File: src/shared/osc_pkg.sv
// Purpose: Shared constants for the ORing switch control block
// Assumes: 40 MHz bus clock, 32-bit AHB-Lite register access
// Notes: Config register fields follow the documented bit layout

package osc_pkg;

  // Register byte offsets
  localparam logic [31:0] CFG_OFFSET = 32'h0000_0000;
  localparam logic [31:0] STAT_OFFSET = 32'h0000_0004;

  // Config register reset value
  localparam logic [7:0] CFG_RESET = 8'h00;

  // Config field positions
  localparam int ACC_THR_LSB = 6;
  localparam int EN_THR_LSB = 4;
  localparam int FAST_THR_LSB = 2;
  localparam int DEB_SEL_BIT = 1;
  localparam int BYPASS_BIT = 0;

  // Status field positions
  localparam int ST_SWITCH_BIT = 0;
  localparam int ST_ACC_BIT = 1;
  localparam int ST_FAST_BIT = 2;
  localparam int ST_EN_BIT = 3;

  // Timing
  localparam int CLK_PERIOD_NS = 25;
  localparam int DEB_SHORT_NS = 40;
  localparam int DEB_LONG_NS = 200;
  localparam int DEB_SHORT_CYC =
    (DEB_SHORT_NS + CLK_PERIOD_NS - 1) / CLK_PERIOD_NS;
  localparam int DEB_LONG_CYC =
    (DEB_LONG_NS + CLK_PERIOD_NS - 1) / CLK_PERIOD_NS;

  // Enable threshold in tenths of a percent of full range
  localparam int EN_PM_CODE0 = -5;
  localparam int EN_PM_CODE1 = 0;
  localparam int EN_PM_CODE2 = 10;
  localparam int EN_PM_CODE3 = 20;

  // Accurate flag threshold, code 00
  localparam int ACC_THR_MV_CODE0 = 0;

  typedef enum logic {SW_OFF, SW_ON} osc_sw_e;

  // Enable threshold in sense converter counts
  function automatic int en_thr_counts(input logic [1:0] code,
                                       input int full_range);
    int pm;
    pm = EN_PM_CODE0;
    unique case (code)
      2'b00: pm = EN_PM_CODE0;
      2'b01: pm = EN_PM_CODE1;
      2'b10: pm = EN_PM_CODE2;
      2'b11: pm = EN_PM_CODE3;
    endcase
    return (pm * full_range) / 1000;
  endfunction

endpackage

File: src/logic/osc_top.sv
// Purpose: ORing switch control with AHB-Lite config and status
// Assumes: Sense words are synchronous samples; fast comparator is a pin
// Notes: Zero wait states while ce is high; ce low stalls the bus
//
// The implementer's own choices: the placing of the registers and the AHB-Lite register port.

`timescale 1ns/10ps
`default_nettype none

module osc_top #(
  parameter int ADC_W = 12,
  parameter int CS_W = 12,
  parameter int CS_UV_PER_LSB = 250,
  parameter int DEB_CNT_W = 4
) (
  // Clock, reset, enable
  input wire logic hclk,
  input wire logic hresetn,
  input wire logic ce,
  // AHB-Lite slave
  input wire logic hsel,
  input wire logic [31:0] haddr,
  input wire logic [1:0] htrans,
  input wire logic hwrite,
  input wire logic [2:0] hsize,
  input wire logic [31:0] hwdata,
  input wire logic hready,
  output logic hreadyout,
  output logic hresp,
  output logic [31:0] hrdata,
  // Voltage sense samples
  input wire logic [ADC_W-1:0] local_voltage_sense,
  input wire logic [ADC_W-1:0] remote_side_voltage_sense,
  // Current sense samples
  input wire logic [CS_W-1:0] secondary_current_sense_pos,
  input wire logic [CS_W-1:0] secondary_current_sense_neg,
  // Fast comparator
  input wire logic fast_cmp_trip,
  output logic [1:0] fast_disable_threshold,
  // Switch drive and flags
  output logic oring_switch,
  output logic accurate_flag
);

  localparam int FULL_RANGE = 1 << ADC_W;
  localparam int ACC_THR_CNT =
    (osc_pkg::ACC_THR_MV_CODE0 * 1000) / CS_UV_PER_LSB;

  // Bus address phase capture
  logic [7:0] cfg_ff;
  logic wr_pend_ff;
  logic [31:0] waddr_ff;
  logic [31:0] hrdata_ff;

  wire addr_ok = hsel && htrans[1] && hready && ce;
  wire wr_req = addr_ok && hwrite;
  wire rd_req = addr_ok && !hwrite;
  wire rd_cfg = (haddr == osc_pkg::CFG_OFFSET);
  wire rd_stat = (haddr == osc_pkg::STAT_OFFSET);
  wire wr_cfg = wr_pend_ff && ce &&
    (waddr_ff == osc_pkg::CFG_OFFSET);
  // Read addressed in a write's data phase
  // returns the config from before that write

  // Config fields
  wire [1:0] acc_code = cfg_ff[osc_pkg::ACC_THR_LSB +: 2];
  wire [1:0] en_code = cfg_ff[osc_pkg::EN_THR_LSB +: 2];
  wire [1:0] fast_code = cfg_ff[osc_pkg::FAST_THR_LSB +: 2];
  wire fast_disable_debounce_sel = cfg_ff[osc_pkg::DEB_SEL_BIT];
  wire fast_disable_bypass = cfg_ff[osc_pkg::BYPASS_BIT];

  // Core state
  logic en_cond_ff;
  logic acc_flag_ff;
  osc_pkg::osc_sw_e sw_ff;
  osc_pkg::osc_sw_e nxt_sw;
  logic fast_sync;
  logic fast_trip;

  wire [7:0] status_word = {4'h0, en_cond_ff, fast_trip,
    acc_flag_ff, sw_ff == osc_pkg::SW_ON};
  wire [31:0] rd_mux = rd_cfg ? {24'h00_0000, cfg_ff} :
    (rd_stat ? {24'h00_0000, status_word} : 32'h0000_0000);

  // Stall only while the block is frozen
  assign hreadyout = ce;
  assign hresp = 1'b0;
  assign hrdata = hrdata_ff;

  always_ff @(posedge hclk or negedge hresetn) begin
    if (!hresetn) begin
      wr_pend_ff <= 1'b0;
      waddr_ff <= 32'h0000_0000;
      hrdata_ff <= 32'h0000_0000;
    end else if (ce) begin
      wr_pend_ff <= wr_req;
      if (wr_req) begin
        waddr_ff <= haddr;
      end
      if (rd_req) begin
        hrdata_ff <= rd_mux;
      end
    end
  end

  // Only the low byte lane carries config bits
  always_ff @(posedge hclk or negedge hresetn) begin
    if (!hresetn) begin
      cfg_ff <= osc_pkg::CFG_RESET;
    end else if (wr_cfg) begin
      cfg_ff <= hwdata[7:0];
    end
  end

  assign fast_disable_threshold = fast_code;

  // Signed differences, one bit wider than the samples
  wire signed [ADC_W:0] vdiff =
    $signed({1'b0, local_voltage_sense}) -
    $signed({1'b0, remote_side_voltage_sense});
  wire signed [CS_W:0] csdiff =
    $signed({1'b0, secondary_current_sense_pos}) -
    $signed({1'b0, secondary_current_sense_neg});
  wire signed [ADC_W:0] en_thr =
    (ADC_W+1)'(osc_pkg::en_thr_counts(en_code, FULL_RANGE));
  // All four accurate codes use the code 00 threshold of 0 mV
  wire signed [CS_W:0] acc_thr = (CS_W+1)'(ACC_THR_CNT);
  wire en_hit = (vdiff >= en_thr);
  wire acc_hit = (csdiff <= acc_thr) && (acc_code inside {2'b00,
    2'b01, 2'b10, 2'b11});

  always_ff @(posedge hclk or negedge hresetn) begin
    if (!hresetn) begin
      en_cond_ff <= 1'b0;
      acc_flag_ff <= 1'b0;
    end else if (ce) begin
      en_cond_ff <= en_hit;
      acc_flag_ff <= acc_hit;
    end
  end

  // Pin pulses shorter than two clocks may be lost;
  // fast path latency is bought for metastability safety
  osc_sync3 u_sync (
    .hclk(hclk),
    .hresetn(hresetn),
    .ce(ce),
    .async_in(fast_cmp_trip),
    .sync_out(fast_sync)
  );

  osc_debounce #(
    .CNT_W(DEB_CNT_W)
  ) u_deb (
    .hclk(hclk),
    .hresetn(hresetn),
    .ce(ce),
    .cond(fast_sync),
    .sel_long(fast_disable_debounce_sel),
    .trip(fast_trip)
  );

  wire fast_off = fast_trip && !fast_disable_bypass;
  wire any_off = fast_off || acc_flag_ff;

  always_comb begin
    nxt_sw = sw_ff;
    unique case (sw_ff)
      osc_pkg::SW_OFF: begin
        if (en_cond_ff && !any_off) begin
          nxt_sw = osc_pkg::SW_ON;
        end
      end
      osc_pkg::SW_ON: begin
        if (any_off) begin
          nxt_sw = osc_pkg::SW_OFF;
        end
      end
    endcase
  end

  always_ff @(posedge hclk or negedge hresetn) begin
    if (!hresetn) begin
      sw_ff <= osc_pkg::SW_OFF;
    end else if (ce) begin
      sw_ff <= nxt_sw;
    end
  end

  assign oring_switch = (sw_ff == osc_pkg::SW_ON);
  assign accurate_flag = acc_flag_ff;

  // Checking helpers: run length of the synchronised condition
  localparam int SHORT_CYC = osc_pkg::DEB_SHORT_CYC;
  localparam int LONG_CYC = osc_pkg::DEB_LONG_CYC;
  logic [7:0] run_ff;
  always_ff @(posedge hclk or negedge hresetn) begin
    if (!hresetn) begin
      run_ff <= 8'h00;
    end else if (ce) begin
      if (!fast_sync) begin
        run_ff <= 8'h00;
      end else if (run_ff != 8'hff) begin
        run_ff <= run_ff + 8'h01;
      end
    end
  end
endmodule

`default_nettype wire

File: src/logic/osc_sync3.sv
// Purpose: Three-stage synchroniser for the fast comparator pin
// Assumes: Input is asynchronous to hclk
// Notes: Output moves only when the second and third stages agree

`timescale 1ns/10ps
`default_nettype none

module osc_sync3 (
  // Clock and reset
  input wire logic hclk,
  input wire logic hresetn,
  input wire logic ce,
  // Data
  input wire logic async_in,
  output logic sync_out
);

  logic s1_ff;
  logic s2_ff;
  logic s3_ff;
  logic out_ff;
  wire agree = (s2_ff == s3_ff);

  always_ff @(posedge hclk or negedge hresetn) begin
    if (!hresetn) begin
      s1_ff <= 1'b0;
      s2_ff <= 1'b0;
      s3_ff <= 1'b0;
      out_ff <= 1'b0;
    end else if (ce) begin
      s1_ff <= async_in;
      s2_ff <= s1_ff;
      s3_ff <= s2_ff;
      if (agree) begin
        out_ff <= s3_ff;
      end
    end
  end

  assign sync_out = out_ff;

endmodule

`default_nettype wire

File: src/logic/osc_debounce.sv
// Purpose: Debounce counter for the fast disable comparator
// Assumes: cond is already synchronous to hclk
// Notes: trip rises after cond held for the selected cycle count

`timescale 1ns/10ps
`default_nettype none

module osc_debounce #(
  parameter int CNT_W = 4
) (
  // Clock and reset
  input wire logic hclk,
  input wire logic hresetn,
  input wire logic ce,
  // Control
  input wire logic cond,
  input wire logic sel_long,
  // Result
  output logic trip
);

  localparam logic [CNT_W-1:0] SHORT_LIM =
    CNT_W'(osc_pkg::DEB_SHORT_CYC - 1);
  localparam logic [CNT_W-1:0] LONG_LIM =
    CNT_W'(osc_pkg::DEB_LONG_CYC - 1);

  logic [CNT_W-1:0] cnt_ff;
  logic trip_ff;
  wire [CNT_W-1:0] limit = sel_long ? LONG_LIM : SHORT_LIM;
  wire reached = cond && (cnt_ff >= limit);
  wire [CNT_W-1:0] nxt_cnt = !cond ? '0 :
    (reached ? cnt_ff : cnt_ff + CNT_W'(1));

  always_ff @(posedge hclk or negedge hresetn) begin
    if (!hresetn) begin
      cnt_ff <= '0;
      trip_ff <= 1'b0;
    end else if (ce) begin
      cnt_ff <= nxt_cnt;
      trip_ff <= reached;
    end
  end

  assign trip = trip_ff;

endmodule

`default_nettype wire

File: config.mk
export PLATFORM = sky130hd
export DESIGN_NAME = osc_top
export DESIGN_NICKNAME = d
export VERILOG_FILES = /design/src/shared/osc_pkg.sv /design/src/logic/osc_top.sv /design/src/logic/osc_sync3.sv /design/src/logic/osc_debounce.sv
export SDC_FILE = /design/constraint.sdc
export NUM_CORES = 1
export LEC_CHECK = 0
export ABC_AREA = 0
export BUFFER_PORTS_ARGS = -buffer_cell sky130_fd_sc_hd__buf_2
export CAP_MARGIN = 10
export CORE_ASPECT_RATIO = 0.5
export CORE_MARGIN = 5
export CORE_UTILIZATION = 54
export DETAILED_ROUTE_END_ITERATION = 16
export GPL_ROUTABILITY_DRIVEN = 0
export GPL_TIMING_DRIVEN = 0
export PLACE_DENSITY = 0.86
export SLEW_MARGIN = 20
export SYNTH_ARGS = -nofsm -noshare
export SYNTH_HDL_FRONTEND = slang
export SYNTH_SLANG_ARGS = --single-unit
File: constraint.sdc
create_clock -name hclk -period 4.4 [get_ports hclk]
set_clock_uncertainty 0.05 [all_clocks]
set_input_delay 0.88 -clock hclk [delete_from_list [all_inputs] [get_ports hclk]]
set_output_delay 0.88 -clock hclk [all_outputs]
set_load 0.05 [all_outputs]
==> impl_metrics.toml <==
[timing]
fin_crit_ns = 3.942
rsz0062_at_grt = "false"
hold_viol = 0
slew_viol_final = 0
worst_hold_slack_ns = 0.4363
tightest_slew_ns = 0.7396
fmax_mhz = 253.7
max_slew_margin = 0.5070
fin_crit_sh = 0.8960
finalSetupViolations = 0
setup_tns_ns = 0

[drt]
ant_nets = 0
drt-initial-drc-count = 78
wl_per_cell_um = 13.68
drc_errors = 0
first_pass_iters = 4
vias = 3544
via_per_inst = 5.204
wirelength_um = 9319

[synthesis]
ys_types = 56
synth_edf_count = 0
synth-main-ff-cell = "dfrtp_1"
synth.avg_cell_area_um2 = 9.854
ys_ff_latch = 61
yosys_warnings = 0
ys_seq_area_frac = 0.3628
syn-instance-count = 427
syn_area_mm2 = 0.004208
synthArstFlopShare = 1.000

[critical_path]
worstSetupEndpointType = "flip-flop"
start_kind = "primary input"
cp_max_fo = 3
cpPeakStageDelay_ns = 0.39
worst-endpoint-required_ns = 4.52
crit_chain = "buf_2 -> inv_1 -> ha_1 -> inv_1 -> fa_1 -> a21o_1 -> a21o_1 -> a21oi_1 -> o21ai_1 -> a41o_1 -> o41ai_1 -> ha_1 -> nand4_1 -> nor2_1 -> o21ai_0 -> a21oi_1 -> nor2_1 -> mux2i_1 -> a31oi_1"
cp_top_family = "compound AO/OA/AOI/OAI gates"
critical_path_arrival_ns = 4.06
cp_num_buf_inv = 3
critPathKind = "in -> reg"
cpMaxStageDelayCell = "fa_1"

[pwr]
power.leakage_uw = 0.002743
powerDensity_mw_per_mm2 = 379.5
vdd_drop_max_mv = 0.2416

[place]
place.detailed.hpwl_um = 7273
place_area_mm2 = 0.004966
port_buffers = 106

[cells_and_area]
final_util = 0.7082
mostFrequentLayoutCells = "buf_2 (107), dfrtp_1 (61), ha_1 (44), inv_1 (39), mux2_2 (37)"
area_growth_pct = 25.54
layout_commonest_cell = "buf_2"
drive_above_1_share = 0.3421
fin_area_mm2 = 0.005283
antenna_cells = 0
nets = 737

[clocking]
cts_hold_buf = 0
cts_tree = "built"
cts.sinks = 61
clkLatencyLatePin_ns = 0.32
clk_pin_slew_ns = 0.05
cts.htree.levels = 3
cts_made_buffers = 9
clock_path_buffers = 2
cts_root_buf = "clkbuf_16"
cts.repair.resized = 0
post-cts-setup-buffers = 0

[floorplanning]
initial_utilization = 0.5641
io_pins = 162
die_w_um = 134.8
die-area_mm2 = 0.009765
fp.dieH_um = 72.42
coreArea_mm2 = 0.007460
rows = 22

[global_routing]
first_global_vias = 3536
grt_first_pass_wirelength_um = 15650
grt_max_degree = 62
antenna_found_initial = 0
grt_overflow = 0
track_usage = 0.1965

[worst_hold_path]
holdCritPathClass = "reg -> reg"

[job]
maxCapViolations = 0

[run_status]
status = "completed"
-- worst register-to-register path, cell delays in order (launching register included) --
cell and delay (ns):
dfrtp_1 0.39, inv_1 0.10, ha_1 0.30, ha_1 0.30
a21o_1 0.19, a211oi_1 0.24, o21ai_0 0.13, o211ai_1 0.09
nand3b_1 0.09, mux2i_1 0.19, a31oi_1 0.12
-- state kept, by name, indices dropped and copies added (netlist names), 4 cells and up --
signal	count
waddr_ff	32
hrdata	8
u_deb.cnt_ff	4
cfg_ff	8
-- kinds of logic after synthesis --
logic type,count (synthesis),synth area share
and+or+nand+nor,98,0.1216
muxes,49,0.1288
DFF,61,0.3628
other,1,0.0008912
AOI/OAI and AO/OA,85,0.1299
buffers and inverters,75,0.09337
adders and majority gates,45,0.1356
xor gates and xnor gates,13,0.02706
-- stage by stage --
stage	total power (uW)	instances	setup slack (ns)
2_1_floorplan	1119	451	0.6766
3_3_place_gp	1241	665	0.2291
3_5_place_dp	1265	665	0.1851
4_1_cts	2014	681	0.4784
5_1_grt	2120	681	0.2137
6_report	2005	681	0.4576
-- final cells by class --
cell class,instances,area (um2)
clock buffer,10,229.0
clock inverter,6,87.58
multi-input combinational,315,2379
fill,572,2177
tap,108,135.1
inverter,39,146.4
sequential,61,1526
timing repair buffer,106,533.0
buffer,36,246.5
-- synthesized netlist by cell type, types with 5 or more instances --
master    instances  area (um2)
nand3_1           6       30.03
nor2_1           20       75.07
a21o_1            5       37.54
nand2b_1          5       31.28
nor3_1            5       25.02
o21ai_0          13       65.06
buf_4            29       217.7
mux2i_1           8       80.08
nand4_1           7       43.79
o21ai_1          11       55.05
nand2_1          23       86.33
dfrtp_1          61        1526
ha_1             44       550.5
o21a_1            6       45.04
a21oi_1          23       115.1
mux2_2           37       416.7
xnor2_1           9       78.83
inv_1            39       146.4
nor4_1           16       100.1
-- path summary, 6_finish.rpt --
path                                        start          to  slack (ns)  depth (start not counted)
setup / recovery           local_voltage_sense[0]  en_cond_ff        0.46                         19
hold / removal                          cfg_ff[6]   hrdata[6]        0.44                          1
setup reg to reg                        cfg_ff[5]  en_cond_ff        2.05                         10
hold reg to reg                         cfg_ff[6]   hrdata[6]        0.44                          1
max in group asynchronous                 hresetn  u_deb.trip        3.24                          1
min in group asynchronous                 hresetn   cfg_ff[3]        0.58                          1
-- where the power goes --
| group | total (uW) | internal [uW] | leakage, uW | switching [uW] |
|---|---|---|---|---|
| clock network | 739 | 494 | 0.000145 | 245 |
| registers | 723 | 659 | 0.000762 | 63.9 |
| logic | 543 | 251 | 0.00184 | 291 |
| total | 2000 | 1400 | 0.00274 | 600 |
-- per-layer routing --
layer  vias to the layer above  global-route usage  part of all wire
li1                       1767                   -                 -
met1                      1662              0.2491              0.45
met2                       103              0.3326              0.47
met3                        12             0.04986             0.057
met4                         0             0.06546             0.015
met5                         -                   0                 0
(Power assumes the default switching activity.)
